$ cat src/include/dbg_cmp_pkg.sv
// Constants, types and register map of the debug bus comparator configuration block
//
// Contract
// RQ1: Mask bit zero excludes data bit, one includes
// RQ2: Mask bytes at four addresses, most significant lowest
// RQ3: Registers readable always, writable only when disarmed
// RQ4: Control bit 5 selects program counter compare
// RQ5: Bit 3 picks write or read direction
// RQ6: Bit 2 turns direction qualification on
// RQ7: Qualified match needs bus direction equal selection
// RQ8: Instruction select matches program address, data ignored
// RQ9: Control bit 0 enables comparator, disabled never matches
// RQ10: Pair AB range mode uses comparator A control
// RQ11: Pair CD range mode uses comparator C control
// RQ12: Address bits compare bus bits against zero/one
// RQ13: D address three bytes high mid low, reset zero
// RQ14: Data compare bit used only when mask set
// RQ15: Writes while armed are dropped without effect
`default_nettype none
package dbg_cmp_pkg;
	// Basic types
	typedef logic [7:0] byte_t;            // One register byte
	typedef logic [9:0] reg_index_t;       // Register index (byte address / 4)
	typedef logic [3:0] slot_t;            // Storage slot number

	// Widths of the watched buses
	localparam int unsigned CMP_ADDR_W = 24;  // Core address and program counter
	localparam int unsigned CMP_DATA_W = 32;  // Core data bus

	// Register indices; byte address on the bus is four times the index
	localparam reg_index_t IDX_MASK0   = 10'h11c;  // Data mask bits 31..24
	localparam reg_index_t IDX_MASK1   = 10'h11d;  // Data mask bits 23..16
	localparam reg_index_t IDX_MASK2   = 10'h11e;  // Data mask bits 15..8
	localparam reg_index_t IDX_MASK3   = 10'h11f;  // Data mask bits 7..0
	localparam reg_index_t IDX_BCTL    = 10'h120;  // Comparator B control
	localparam reg_index_t IDX_BADDR_H = 10'h125;  // Comparator B address 23..16
	localparam reg_index_t IDX_BADDR_M = 10'h126;  // Comparator B address 15..8
	localparam reg_index_t IDX_BADDR_L = 10'h127;  // Comparator B address 7..0
	localparam reg_index_t IDX_DCTL    = 10'h140;  // Comparator D control
	localparam reg_index_t IDX_DADDR_H = 10'h145;  // Comparator D address 23..16
	localparam reg_index_t IDX_DADDR_M = 10'h146;  // Comparator D address 15..8
	localparam reg_index_t IDX_DADDR_L = 10'h147;  // Comparator D address 7..0
	localparam reg_index_t IDX_RANGE   = 10'h150;  // Pair range selection

	// Storage slots
	localparam int unsigned NUM_SLOTS = 13;     // Number of stored bytes
	localparam slot_t SLOT_MASK0   = 4'h0;
	localparam slot_t SLOT_MASK1   = 4'h1;
	localparam slot_t SLOT_MASK2   = 4'h2;
	localparam slot_t SLOT_MASK3   = 4'h3;
	localparam slot_t SLOT_BCTL    = 4'h4;
	localparam slot_t SLOT_BADDR_H = 4'h5;
	localparam slot_t SLOT_BADDR_M = 4'h6;
	localparam slot_t SLOT_BADDR_L = 4'h7;
	localparam slot_t SLOT_DCTL    = 4'h8;
	localparam slot_t SLOT_DADDR_H = 4'h9;
	localparam slot_t SLOT_DADDR_M = 4'ha;
	localparam slot_t SLOT_DADDR_L = 4'hb;
	localparam slot_t SLOT_RANGE   = 4'hc;
	localparam slot_t SLOT_NONE    = 4'hf;      // Unmapped address

	// Control register fields
	localparam int unsigned CTL_INSTRUCTION_SELECT_BIT = 5;   // Instruction select
	localparam int unsigned CTL_RW_BIT   = 3;   // Access direction, 1 = read
	localparam int unsigned CTL_RWE_BIT  = 2;   // Direction qualify enable
	localparam int unsigned CTL_EN_BIT   = 0;   // Comparator enable
	localparam byte_t CTL_WRITE_MASK     = 8'h2d;  // Implemented control bits

	// Range selection fields
	localparam int unsigned RANGE_AB_BIT = 0;   // Pair A/B range mode
	localparam int unsigned RANGE_CD_BIT = 1;   // Pair C/D range mode
	localparam byte_t RANGE_WRITE_MASK   = 8'h03;

	// Values after reset
	localparam byte_t RESET_BYTE = 8'h00;       // Every stored byte
	localparam logic [31:0] RESET_WORD = 32'h0000_0000;

	// AHB-Lite encodings
	localparam logic [1:0] HTRANS_NONSEQ = 2'b10;
	localparam logic       HRESP_OKAY    = 1'b0;

	// Bus transfer phase
	typedef enum logic [1:0] {
		PH_IDLE,       // No data phase pending
		PH_WRITE,      // Write data phase
		PH_READ_WAIT,  // Read data being fetched, one wait state
		PH_READ_OUT    // Read data on the bus
	} bus_phase_t;
endpackage : dbg_cmp_pkg
`default_nettype wire

$ cat src/verilog/cmp_match.sv
// Match qualification of one address comparator
`timescale 1ns/1ps
`default_nettype none
module cmp_match
	import dbg_cmp_pkg::*;
(
	// Effective settings
	input  wire logic [7:0]            ctl,
	input  wire logic [CMP_ADDR_W-1:0] ref_addr,
	// Core data access
	input  wire logic [CMP_ADDR_W-1:0] bus_addr,
	input  wire logic                  bus_is_read,
	input  wire logic                  bus_valid,
	// Core instruction reaching execution
	input  wire logic [CMP_ADDR_W-1:0] pc_addr,
	input  wire logic                  pc_valid,
	// Result
	output logic                       hit
);
	// Decoded control fields
	wire logic enabled   = ctl[CTL_EN_BIT];
	wire logic instruction_select_sel  = ctl[CTL_INSTRUCTION_SELECT_BIT];
	wire logic dir_qual  = ctl[CTL_RWE_BIT];
	wire logic dir_read  = ctl[CTL_RW_BIT];

	// Each reference bit is the level its bus bit must show
	wire logic addr_eq   = (bus_addr == ref_addr);  // RQ12
	wire logic pc_eq     = (pc_addr == ref_addr);   // RQ12

	// Direction check only when qualification is on
	wire logic dir_ok    = !dir_qual || (dir_read == bus_is_read);  // RQ5 RQ6 RQ7

	// Data access match, direction bits ignored under instruction select
	wire logic data_hit  = bus_valid && addr_eq && dir_ok;

	// Program address match is data independent
	wire logic pc_hit    = pc_valid && pc_eq;  // RQ8

	// Disabled comparator never matches
	assign hit = enabled && (instruction_select_sel ? pc_hit : data_hit);  // RQ4 RQ9
endmodule : cmp_match
`default_nettype wire

$ cat src/verilog/debug_bus_comparator_config.sv
// Debug bus comparator configuration registers and match qualification
`timescale 1ns/1ps
`default_nettype none
module debug_bus_comparator_config
	import dbg_cmp_pkg::*;
(
	// Clock, reset and clock enable
	input  wire logic                  MCLK,
	input  wire logic                  ARST_N,
	input  wire logic                  CE,
	// AHB-Lite slave port
	input  wire logic                  HSEL,
	input  wire logic [31:0]           HADDR,
	input  wire logic [1:0]            HTRANS,
	input  wire logic                  HWRITE,
	input  wire logic [2:0]            HSIZE,
	input  wire logic [31:0]           HWDATA,
	input  wire logic                  HREADY,
	output logic                       HREADYOUT,
	output logic                       HRESP,
	output logic [31:0]                HRDATA,
	// Debug module state
	input  wire logic                  ARMED,
	// Settings held by neighbouring comparators
	input  wire logic [7:0]            A_CONTROL,
	input  wire logic [7:0]            C_CONTROL,
	input  wire logic [CMP_DATA_W-1:0] A_DATA_VALUE,
	// Core buses
	input  wire logic [CMP_ADDR_W-1:0] CORE_ADDR,
	input  wire logic [CMP_DATA_W-1:0] CORE_DATA,
	input  wire logic                  CORE_IS_READ,
	input  wire logic                  CORE_ACCESS_VALID,
	input  wire logic [CMP_ADDR_W-1:0] CORE_PC,
	input  wire logic                  CORE_PC_VALID,
	// Configuration seen by the rest of the debug module
	output logic [CMP_DATA_W-1:0]      DATA_MASK,
	output logic                       RANGE_AB,
	output logic                       RANGE_CD,
	// Match results
	output logic                       MATCH_B,
	output logic                       MATCH_D,
	output logic                       DATA_MASK_MATCH
);

	// Register index to storage slot
	function automatic slot_t slot_of(input reg_index_t idx);
		case (idx)
			IDX_MASK0:   slot_of = SLOT_MASK0;
			IDX_MASK1:   slot_of = SLOT_MASK1;
			IDX_MASK2:   slot_of = SLOT_MASK2;
			IDX_MASK3:   slot_of = SLOT_MASK3;
			IDX_BCTL:    slot_of = SLOT_BCTL;
			IDX_BADDR_H: slot_of = SLOT_BADDR_H;
			IDX_BADDR_M: slot_of = SLOT_BADDR_M;
			IDX_BADDR_L: slot_of = SLOT_BADDR_L;
			IDX_DCTL:    slot_of = SLOT_DCTL;
			IDX_DADDR_H: slot_of = SLOT_DADDR_H;
			IDX_DADDR_M: slot_of = SLOT_DADDR_M;
			IDX_DADDR_L: slot_of = SLOT_DADDR_L;
			IDX_RANGE:   slot_of = SLOT_RANGE;
			default:     slot_of = SLOT_NONE;
		endcase
	endfunction : slot_of

	// Writable bits of each slot; the rest read as zero
	function automatic byte_t wmask_of(input slot_t slot);
		case (slot)
			SLOT_BCTL:  wmask_of = CTL_WRITE_MASK;
			SLOT_DCTL:  wmask_of = CTL_WRITE_MASK;
			SLOT_RANGE: wmask_of = RANGE_WRITE_MASK;
			SLOT_NONE:  wmask_of = RESET_BYTE;
			default:    wmask_of = 8'hff;
		endcase
	endfunction : wmask_of

	// Register storage, one byte per slot
	byte_t      regs_q [NUM_SLOTS];        // Configuration bytes
	bus_phase_t phase_q;                   // Current data phase
	bus_phase_t phase_d;                   // Next data phase
	slot_t      slot_q;                    // Slot of the pending data phase
	logic [31:0] hrdata_q;                 // Read data register
	logic       match_b_q;                 // Registered comparator B match
	logic       match_d_q;                 // Registered comparator D match
	logic       data_match_q;              // Registered masked data match

	// Address phase decode
	wire logic   addr_take  = HSEL && HTRANS[1] && HREADY;
	wire reg_index_t addr_idx = HADDR[11:2];
	wire slot_t  addr_slot  = slot_of(addr_idx);

	// Data phase write; armed state blocks it completely
	wire logic   wr_slot_ok = (slot_q != SLOT_NONE);
	wire logic   wr_en      = (phase_q == PH_WRITE) && wr_slot_ok && !ARMED;  // RQ3 RQ15
	wire byte_t  wr_mask    = wmask_of(slot_q);
	wire byte_t  wr_byte    = HWDATA[7:0] & wr_mask;

	// Read selection, allowed in any state
	wire logic   rd_slot_ok = (slot_q != SLOT_NONE);
	wire byte_t  rd_byte    = rd_slot_ok ? regs_q[slot_q] : RESET_BYTE;  // RQ3
	wire logic   rd_load    = (phase_q == PH_READ_WAIT);

	// Assembled configuration values
	wire logic [CMP_DATA_W-1:0] data_mask =
		{regs_q[SLOT_MASK0], regs_q[SLOT_MASK1],
		 regs_q[SLOT_MASK2], regs_q[SLOT_MASK3]};  // RQ2
	wire logic [CMP_ADDR_W-1:0] b_addr =
		{regs_q[SLOT_BADDR_H], regs_q[SLOT_BADDR_M], regs_q[SLOT_BADDR_L]};
	wire logic [CMP_ADDR_W-1:0] d_addr =
		{regs_q[SLOT_DADDR_H], regs_q[SLOT_DADDR_M], regs_q[SLOT_DADDR_L]};  // RQ13
	wire byte_t  b_ctl    = regs_q[SLOT_BCTL];
	wire byte_t  d_ctl    = regs_q[SLOT_DCTL];
	wire logic   range_ab = regs_q[SLOT_RANGE][RANGE_AB_BIT];
	wire logic   range_cd = regs_q[SLOT_RANGE][RANGE_CD_BIT];

	// In range mode the lower comparator of a pair takes over the control
	wire byte_t  eff_b_ctl = range_ab ? A_CONTROL : b_ctl;  // RQ10
	wire byte_t  eff_d_ctl = range_cd ? C_CONTROL : d_ctl;  // RQ11

	// Masked data compare: only mask-enabled bits take part
	wire logic [CMP_DATA_W-1:0] data_diff = (CORE_DATA ^ A_DATA_VALUE) & data_mask;  // RQ1 RQ14
	wire logic   data_hit = CORE_ACCESS_VALID && (data_diff == '0);  // RQ1 RQ14

	// Comparator hits
	logic hit_b;                           // Comparator B raw hit
	logic hit_d;                           // Comparator D raw hit

	// Comparator B qualification
	cmp_match u_match_b (
		.ctl         (eff_b_ctl),
		.ref_addr    (b_addr),
		.bus_addr    (CORE_ADDR),
		.bus_is_read (CORE_IS_READ),
		.bus_valid   (CORE_ACCESS_VALID),
		.pc_addr     (CORE_PC),
		.pc_valid    (CORE_PC_VALID),
		.hit         (hit_b)
	);

	// Comparator D qualification
	cmp_match u_match_d (
		.ctl         (eff_d_ctl),
		.ref_addr    (d_addr),
		.bus_addr    (CORE_ADDR),
		.bus_is_read (CORE_IS_READ),
		.bus_valid   (CORE_ACCESS_VALID),
		.pc_addr     (CORE_PC),
		.pc_valid    (CORE_PC_VALID),
		.hit         (hit_d)
	);

	// Next data phase
	always_comb
	begin
		phase_d = phase_q;
		case (phase_q)
			// Read needs one wait state to load the data register
			PH_READ_WAIT:
				phase_d = PH_READ_OUT;
			// Idle, write and read-out phases may take a new transfer
			PH_IDLE, PH_WRITE, PH_READ_OUT:
			begin
				if (addr_take)
					phase_d = HWRITE ? PH_WRITE : PH_READ_WAIT;
				else
					phase_d = PH_IDLE;
			end
			default:
				phase_d = PH_IDLE;
		endcase
	end

	// Phase and slot of the pending transfer
	always_ff @(posedge MCLK or negedge ARST_N)
	begin
		if (!ARST_N)
		begin
			phase_q <= PH_IDLE;
			slot_q  <= SLOT_NONE;
		end
		else if (CE)
		begin
			phase_q <= phase_d;
			// Slot follows each accepted address phase
			if (addr_take && (phase_q != PH_READ_WAIT))
				slot_q <= addr_slot;
		end
	end

	// Configuration bytes, written only while disarmed
	always_ff @(posedge MCLK or negedge ARST_N)
	begin
		if (!ARST_N)
		begin
			for (int i = 0; i < NUM_SLOTS; i++)
				regs_q[i] <= RESET_BYTE;  // RQ13
		end
		else if (CE && wr_en)
		begin
			regs_q[slot_q] <= wr_byte;  // RQ2 RQ3
		end
	end

	// Read data register, loaded in the wait state
	always_ff @(posedge MCLK or negedge ARST_N)
	begin
		if (!ARST_N)
			hrdata_q <= RESET_WORD;
		else if (CE && rd_load)
			hrdata_q <= {24'h00_0000, rd_byte};
	end

	// Registered match results
	always_ff @(posedge MCLK or negedge ARST_N)
	begin
		if (!ARST_N)
		begin
			match_b_q    <= 1'b0;
			match_d_q    <= 1'b0;
			data_match_q <= 1'b0;
		end
		else if (CE)
		begin
			match_b_q    <= hit_b;  // RQ9
			match_d_q    <= hit_d;  // RQ9
			data_match_q <= data_hit;  // RQ14
		end
	end

	// Bus answer: one wait state on reads, none on writes
	assign HREADYOUT = (phase_q != PH_READ_WAIT);
	assign HRESP     = HRESP_OKAY;
	assign HRDATA    = hrdata_q;

	// Configuration outputs straight from the registers
	assign DATA_MASK = data_mask;
	assign RANGE_AB  = range_ab;
	assign RANGE_CD  = range_cd;

	// Match outputs
	assign MATCH_B         = match_b_q;
	assign MATCH_D         = match_d_q;
	assign DATA_MASK_MATCH = data_match_q;

endmodule : debug_bus_comparator_config
`default_nettype wire
$ cat config.mk
export PLATFORM = sky130hd
export DESIGN_NAME = debug_bus_comparator_config
export DESIGN_NICKNAME = d
export VERILOG_FILES = /design/src/include/dbg_cmp_pkg.sv /design/src/verilog/cmp_match.sv /design/src/verilog/debug_bus_comparator_config.sv
export SDC_FILE = /design/constraint.sdc
export NUM_CORES = 1
export LEC_CHECK = 0
export ABC_AREA = 0
export BUFFER_PORTS_ARGS = -buffer_cell sky130_fd_sc_hd__buf_2
export CORE_MARGIN = 8
export CORE_UTILIZATION = 51
export DETAILED_ROUTE_END_ITERATION = 8
export PLACE_DENSITY = 0.91
export SKIP_LAST_GASP = 1
export SLEW_MARGIN = 20
export SYNTH_ARGS = -nofsm -noshare
export SYNTH_HDL_FRONTEND = slang
export SYNTH_SLANG_ARGS = --single-unit
$ cat constraint.sdc
create_clock -name MCLK -period 2.6 [get_ports MCLK]
set_clock_uncertainty 0.05 [all_clocks]
set_input_delay 0.13 -clock MCLK [delete_from_list [all_inputs] [get_ports MCLK]]
set_output_delay 0.13 -clock MCLK [all_outputs]
set_load 0.02 [all_outputs]
==> run metrics, run 1 <==
vias in the first global route 6960; Max IR drop VDD 499 uV; placed cell areas 8510 um^2; Final Util 63.4%; hold_buf cts 7; Hold Path Class input port to flop; Fin. Hold Viols 0; worst slack at placement 0.217 ns; RSZ-0062 raised after global routing false; fraction of registers with async set/reset 100%; Power Dens Cells 722 nW/um^2; Adder-Cell Fraction of Synth Area 0%; CTS tree done; Worst Setup Start Kind flop; Synth Area in Compound Gates 8.18%; first-pass GRT wire length 41700 um; cell count after synthesis 707; Least-Margin Pin Slew 0.683 ns; FILL cells 1058; Vias/cell 6.22; Tot Pwr 6.68 mW; Total GRT Usage 27.9%; routed vias 6729; DR pass1 iterations 7; chip width 138 um; post-CTS setup buffer count 0; CP required 2.85 ns; commonest non-fill, non-tap cell in the layout buf_2; cell count of the worst hold path 3; Site Rows 44; min setup slack post-route 0.0983 ns; Yosys Warn Count 0; multiplexer share of the synthesized area 15.7%; Post-synth EDFFs 0; Residual DRC 0; Post-Synth XOR/XNOR Area 15.4%; layout cells sized above 1 37.3%; Placed Cells 1042; cts repair resizes 0; Syn Area/Cell 10.8 um^2; commonest non-fill, non-tap cells in the layout 193 x buf_2, 117 x dfrtp_1, 96 x xor2_1; final hold slack 0.0122 ns; post-layout min period 2.50 ns; FMAX 0.400 GHz; initial core utilization 52.2%; setup violators final 0; # IOs 278; Core ar. 14600 um^2; total CTS buffers 17; placer congestion estimate 0.988; Layout area overhead 21.5%; TNS Setup 0 ns; Crit Path Max Fanout 26; Non-Filler Instances 1081; Final Max Tran Viols 0; flops & latches, synth 121; Crit Path Category flop to flop; Most used DFF post-synth dfrtp_1; dpl hpwl 20400 um; Initial DRC Count 962; ANT cells 0; clk_lat worst skew 0.42 ns; Leakage 4.57 nW; largest net degree at the start of global routing 59; die height 138 um; crit end category flop; Final Instance Area 9250 um^2; Detailed Route WL 27600 um; largest family of logic cells by synthesized area multiplexers; CTS H-tree lvls 4; Detail Route Antenna Nets 0; fin nets 1091; Worst R2R Path Depth 5; post-synthesis instance area 7620 um^2; die area 19100 um^2; clock sinks 121; wire per inst 25.5 um; status finished clean; register area share after synthesis 39.8%; unique cell type count in the Yosys netlist 48; Port Buf Inserts 194; simple-gate area share of the yosys netlist 13.3%; gr ovfl total 0; Root Driver clkbuf_16; initial antenna violation count 0; worst rel slew slack 54.5%; MaxCap Viol Count 0; Worst EP arrival 2.75 ns; Worst-path clk slew 0.06 ns; period utilization 96.2%; Clock Tree Buf Depth 2
-- sequential cells by signal (all words and copies together) (netlist names) --
signal / count
DATA_MASK: 32
b_addr: 24
d_addr: 24
HRDATA: 8
b_ctl: 8
d_ctl: 8
regs_q: 6
slot_q: 4
phase_q: 2
DATA_MASK_MATCH: 1
MATCH_B: 1
MATCH_D: 1
RANGE_AB: 1
RANGE_CD: 1
-- cell families after synthesis --
logic type / after synthesis
xor gates and xnor gates: 134
DFF: 121
AOI/OAI and AO/OA: 91
other: 1
and+or+nand+nor: 188
muxes: 82
buffers and inverters: 90
-- synthesized netlist by cell type (3+ instances only) --
cell type	number	area share, %
dfstp_2	4	1.4
nor2b_1	10	0.82
and2_1	20	1.6
a22o_1	6	0.69
xnor2_1	38	4.4
a221oi_1	6	0.69
nor4_1	18	1.5
inv_1	7	0.34
and3_1	4	0.33
o311ai_0	4	0.46
a31oi_1	5	0.41
mux4_2	24	7.1
nand2b_1	10	0.82
clkbuf_1	15	0.74
nand3_1	11	0.72
a32o_1	8	1.1
a21oi_1	4	0.26
or3_1	3	0.25
nand4_1	19	1.6
xor2_1	96	11
buf_4	57	5.6
dfrtp_1	117	38
mux2_2	58	8.6
nor2_1	10	0.49
nand2_1	67	3.3
buf_2	7	0.46
nor2_2	3	0.25
a211o_1	8	0.92
o21ai_0	41	2.7
-- per-layer routing --
| metal | vias to the layer above | wire (um) | GRT usage (%) | part of all wire [%] |
|---|---|---|---|---|
| met3 | 128 | 3110 | 7.84 | 11 |
| met2 | 570 | 13600 | 47.0 | 49 |
| met5 | - | 0 | 0 | 0 |
| met1 | 3235 | 9580 | 32.3 | 35 |
| met4 | 0 | 1270 | 12.6 | 4.6 |
| li1 | 2796 | - | - | - |
-- final cells by class --
type	count	area, um^2	share of cell area [%]
clock buffer	19	453	4.89
clock inverter	13	223	2.41
inverter	7	26.3	0.284
multi-input combinational	520	4100	44.3
sequential	121	3030	32.8
tap	184	230	2.49
timing repair buffer	217	1190	12.8
-- power by group --
group	internal, mW	switching, mW
clock network	1.84	0.896
logic	0.657	0.860
registers	2.09	0.344
total	4.58	2.10
-- worst max-delay path: stages (launching register included) --
cell,delay [ns]
dfstp_2,0.97
nand4_1,0.54
nand2_1,0.25
a21oi_1,0.07
buf_4,0.21
mux2_2,0.29
-- final timing paths --
check | end | start | slack [ns]
worst max-delay path | d_addr[1] | slot_q[1] | 0.1
min in group asynchronous | d_addr[6] | ARST_N | 0.22
max in group asynchronous | slot_q[3] | ARST_N | 1.48
worst min-delay path | b_addr[22] | HWDATA[6] | 0.01
worst min register to register | HRDATA[2] | HRDATA[2] | 0.43
worst max register to register | d_addr[1] | slot_q[1] | 0.1
Note: power is estimated with default switching activity, not from simulation.
==> run 2: changes to the inputs <==
Settings changed: PLACE_DENSITY 0.91 to 0.85.
==> run metrics, run 2 (synthesis results as in run 1) <==
status finished clean (unchanged); ANT cells 0 (unchanged); chip width 138 um (unchanged); setup violators final 0 (unchanged); worst rel slew slack 52.0% (was 54.5%); clock sinks 121 (unchanged); dpl hpwl 19900 um (was 20400 um); Worst-path clk slew 0.06 ns (about the same); Max IR drop VDD 681 uV (was 499 uV); Initial DRC Count 831 (was 962); cts repair resizes 0 (unchanged); Root Driver clkbuf_16 (unchanged); first-pass GRT wire length 40300 um (was 41700 um); CP required 2.84 ns (was 2.85 ns); max reg flops 32 (unchanged); initial core utilization 52.2% (unchanged); Crit Path Max Fanout 27 (was 26); CTS tree done (unchanged); Core ar. 14600 um^2 (unchanged); Worst Setup Start Kind flop (unchanged); Clock Tree Buf Depth 2 (unchanged); Port Buf Inserts 194 (unchanged); CP max-delay cell dfstp_2 (unchanged); Buf+Inv Stages, Crit Path 0 (was 1); wire per inst 24.4 um (was 25.5 um); clk_lat worst skew 0.41 ns (was 0.42 ns); critical-path cell list nand4_1 > and3_1 > mux2_2 (was nand4_1 > nand2_1 > a21oi_1 > buf_4 > mux2_2); vias in the first global route 6883 (was 6960); placer congestion estimate 1.02 (was 0.988); period utilization 93.1% (was 96.2%); Layout area overhead 20.5% (was 21.5%); die area 19100 um^2 (unchanged); commonest non-fill, non-tap cell in the layout buf_2 (unchanged); initial antenna violation count 0 (unchanged); post-layout min period 2.42 ns (was 2.50 ns); Worst EP arrival 2.66 ns (was 2.75 ns); CTS H-tree lvls 4 (unchanged); layout cells sized above 1 37.3% (about the same); Detailed Route WL 26300 um (was 27600 um); Vias/cell 5.99 (was 6.22); Power Dens Cells 690 nW/um^2 (was 722 nW/um^2); # IOs 278 (unchanged); critical path's top delay family simple AND/OR/NAND/NOR gates (was flip-flops); min setup slack post-route 0.180 ns (was 0.0983 ns); max incr delay on CP 0.95 ns (was 0.97 ns); Residual DRC 0 (unchanged); gr ovfl total 0 (unchanged); Leakage 4.54 nW (was 4.57 nW); final hold slack 0.00863 ns (was 0.0122 ns); Total GRT Usage 27.0% (was 27.9%); largest net degree at the start of global routing 56 (was 59); Non-Filler Instances 1079 (was 1081); FMAX 0.413 GHz (was 0.400 GHz); Least-Margin Pin Slew 0.720 ns (was 0.683 ns); RSZ-0062 raised after global routing false (unchanged); Site Rows 44 (unchanged); Fin. Hold Viols 0 (unchanged); Crit Path Category flop to flop (unchanged); Detail Route Antenna Nets 0 (unchanged); MaxCap Viol Count 0 (unchanged); Placed Cells 1041 (was 1042); crit end category flop (unchanged); worst slack at placement 0.220 ns (was 0.217 ns); TNS Setup 0 ns (unchanged); total CTS buffers 17 (unchanged); Hold Path Class input port to flop (unchanged); commonest non-fill, non-tap cells in the layout 193 x buf_2, 117 x dfrtp_1, 96 x xor2_1 (unchanged); Final Max Tran Viols 0 (unchanged); DR pass1 iterations 5 (was 7); fin nets 1089 (was 1091); routed vias 6460 (was 6729); die height 138 um (unchanged)
run 2: metrics by stage:
step / instance area (um^2) / total power [mW] / utilization, %
2_1_floorplan: 7710 / 3.31 / -
3_3_place_gp: 8500 / 3.83 / 58.3
3_5_place_dp: 8500 / 3.87 / 58.3
4_1_cts: 9180 / 6.32 / 62.9
5_1_grt: 9180 / 6.55 / 62.9
6_report: 9180 / 6.34 / 62.9
run 2: final timing paths:
path | slack (ns) | depth (start not counted) | to | from
max | 0.18 | 3 | b_addr[7] | slot_q[1]
min | 0.009 | 4 | slot_q[2] | HADDR[5]
max reg2reg | 0.18 | 3 | b_addr[7] | slot_q[1]
min reg2reg | 0.44 | 1 | d_ctl[6] | d_ctl[6]
max in group asynchronous | 1.45 | 3 | slot_q[2] | ARST_N
min in group asynchronous | 0.26 | 2 | b_addr[20] | ARST_N
run 2: final cells by class:
class                      count  area [um^2]
fill                        1118         5410
multi-input combinational    520         4100
sequential                   121         3030
timing repair buffer         215         1170
clock buffer                  23          508
tap                          184          230
clock inverter                 9          113
inverter                       7         26.3
run 2: timing repair:
item / 4_1_cts / 5_1_grt
endpoints found under the hold margin: 56 / 0
hold buffers: 6 / 0
setup buffers: 0 / 0
run 2: worst register-to-register path, cell delays in order (launching register included):
cell and delay [ns]:
dfstp_2 0.95, nand4_1 0.53, and3_1 0.45, mux2_2 0.32
run 2: report_power, final:
part | switching, mW | internal (mW) | total [mW] | leakage, nW
Combinational | 0.831 | 0.654 | 1.49 | 2.57
Sequential | 0.339 | 2.09 | 2.43 | 1.66
Clock | 0.861 | 1.57 | 2.43 | 0.305
run 2: routing by layer:
layer / GRT usage [%] / up-vias / routed length (um)
met1: 32.5 / 3162 / 9750
met2: 44.2 / 419 / 12900
met4: 12.3 / 0 / 1070
met5: 0 / - / 0
met3: 7.23 / 81 / 2590
li1: - / 2798 / -
==> run 3: changes to the inputs <==
Clock period 2.6 ns to 2.4 ns, I/O delays scaled along.
==> run metrics, run 3 (synthesis results as in run 1) <==
DR pass1 iterations 6 (was 5); initial antenna violation count 0 (unchanged); Site Rows 44 (unchanged); CTS tree done (unchanged); TNS Setup 0 ns (unchanged); Initial DRC Count 590 (was 831); Fin. Hold Viols 0 (unchanged); Root Driver clkbuf_16 (unchanged); share of power burned in registers 38.1% (was 38.3%); Clock Tree Buf Depth 2 (unchanged); CP max-delay cell dfstp_4 (was dfstp_2); FF-to-FF Start slot_q[0] (was slot_q[1]); clk_lat worst skew 0.42 ns (was 0.41 ns); Final Instance Area 9280 um^2 (was 9180 um^2); MaxCap Viol Count 0 (unchanged); Residual DRC 0 (unchanged); Clk network pwr share 37.7% (was 38.3%); die area 19100 um^2 (unchanged); fin nets 1104 (was 1089); max reg flops 32 (unchanged); # IOs 278 (unchanged); switching share of power 31.5% (was 32.0%); Port Buf Inserts 194 (unchanged); placer congestion estimate 0.982 (was 1.02); status finished clean (unchanged); Crit Path Category flop to flop (unchanged); Worst Setup SP slot_q[0] (was slot_q[1]); Power Dens Cells 738 nW/um^2 (was 690 nW/um^2); RSZ-0062 raised after global routing false (unchanged); worst rel slew slack 55.9% (was 52.0%); Max IR drop VDD 692 uV (was 681 uV); Net Sw Power 2.16 mW (was 2.03 mW); Layout area overhead 21.8% (was 20.5%); layout cells sized above 1 37.8% (was 37.3%); vias in the first global route 6908 (was 6883); wire per inst 24.0 um (was 24.4 um); post-CTS setup buffer count 0 (unchanged); period utilization 95.7% (was 93.1%); max incr delay on CP 0.55 ns (was 0.95 ns); final hold slack 0.00970 ns (was 0.00863 ns); Hold Startpoint C_CONTROL[2] (was HADDR[5]); Hold Path Class input port to flop (unchanged); power share of the combinational group 24.1% (was 23.4%); Int Pwr 4.69 mW (was 4.31 mW); commonest non-fill, non-tap cell in the layout buf_2 (unchanged); dpl hpwl 20300 um (was 19900 um); Crit Path Max Fanout 11 (was 27); commonest non-fill, non-tap cells in the layout 193 x buf_2, 117 x dfrtp_1, 96 x xor2_1 (unchanged); die height 138 um (unchanged); chip width 138 um (unchanged); Worst R2R Path Depth 5 (was 3); Non-Filler Instances 1093 (was 1079); clock sinks 121 (unchanged); crit end category flop (unchanged); CTS H-tree lvls 4 (unchanged); largest net degree at the start of global routing 64 (was 56); Placed Cells 1053 (was 1041); post-layout min period 2.30 ns (was 2.42 ns); Core ar. 14600 um^2 (unchanged); Detail Route Antenna Nets 0 (unchanged); placed cell areas 8590 um^2 (was 8500 um^2); setup violators final 0 (unchanged); initial core utilization 52.2% (unchanged); FMAX 0.435 GHz (was 0.413 GHz); Worst Setup Start Kind flop (unchanged); routed vias 6394 (was 6460); total CTS buffers 17 (unchanged); Final Max Tran Viols 0 (unchanged); Worst-path clk slew 0.05 ns (was 0.06 ns); gr ovfl total 0 (unchanged); Worst EP arrival 2.55 ns (was 2.66 ns); first-pass GRT wire length 40400 um (was 40300 um); Vias/cell 5.85 (was 5.99); Total GRT Usage 27.3% (was 27.0%); CP required 2.65 ns (was 2.84 ns); Detailed Route WL 26200 um (was 26300 um); Least-Margin Pin Slew 0.655 ns (was 0.720 ns); cell count of the worst hold path 4 (unchanged); Leakage 4.61 nW (was 4.54 nW); critical-path cell list buf_4 > nor2_1 > o21ai_0 > and3_1 > mux2_2 (was nand4_1 > and3_1 > mux2_2)
## run 3: cell types whose count changed in the layout (fill, tap and decap cells not counted), sizes merged
cell / change
clkbuf: -2
diode: +1
buf: +12
bufinv: +1
clkinv: -1
dlygate4sd3: +3
## run 3: path summary, 6_finish.rpt
| kind | to | slack, ns |
|---|---|---|
| max | DATA_MASK[14] | 0.10 |
| min | MATCH_D | 0.01 |
| max in group asynchronous | slot_q[1] | 1.39 |
| max reg2reg | DATA_MASK[14] | 0.10 |
| min reg2reg | regs_q[2] | 0.44 |
| min in group asynchronous | d_addr[18] | 0.16 |
## run 3: critical path, delay by kind of cell, from the launching register on
| kind | cells | cell delay (ns) |
|---|---|---|
| simple gates | 2 | 0.71 |
| mux | 1 | 0.30 |
| flops | 1 | 0.55 |
| compound gates | 1 | 0.35 |
| buf+inv | 1 | 0.21 |
## run 3: layout make-up
type | count | area (um^2)
antenna | 1 | 2.50
clock buffer | 21 | 470
clock inverter | 9 | 123
fill | 1128 | 5310
inverter | 7 | 26.3
multi-input combinational | 520 | 4100
sequential | 121 | 3040
tap | 184 | 230
timing repair buffer | 230 | 1290
## run 3: power by group through the flow
stage | Clock (mW) | Sequential [mW] | Combinational (mW)
2_1_floorplan | 0 | 2.53 | 1.05
3_3_place_gp | 0 | 2.61 | 1.57
3_5_place_dp | 0 | 2.62 | 1.60
4_1_cts | 2.60 | 2.60 | 1.64
5_1_grt | 2.70 | 2.63 | 1.77
6_report | 2.58 | 2.61 | 1.65
## run 3: routing by layer
layer	share of wire (%)	track usage (%)	vias to the layer above
met1	37	32.3	3103
met5	0	0	-
met2	50	44.8	402
met3	10	7.81	65
li1	-	-	2824
met4	3.4	12.8	0
## run 3: what timing repair did
| item | 4_1_cts | 5_1_grt |
|---|---|---|
| gates resized for setup | 0 | 1 |
| setup endpoints to repair | 0 | 4 |
| hold buffers | 9 | 0 |
| hold endpoints to repair | 46 | 0 |
## run 3: through the flow
stage / worst slack [ns] / utilization [%] / power, mW
2_1_floorplan: 0.264 / - / 3.58
3_3_place_gp: 0.115 / 58.9 / 4.18
3_5_place_dp: 0.0903 / 58.9 / 4.23
4_1_cts: 0.0701 / 63.6 / 6.83
5_1_grt: 0.0404 / 63.6 / 7.10
6_report: 0.103 / 63.6 / 6.85
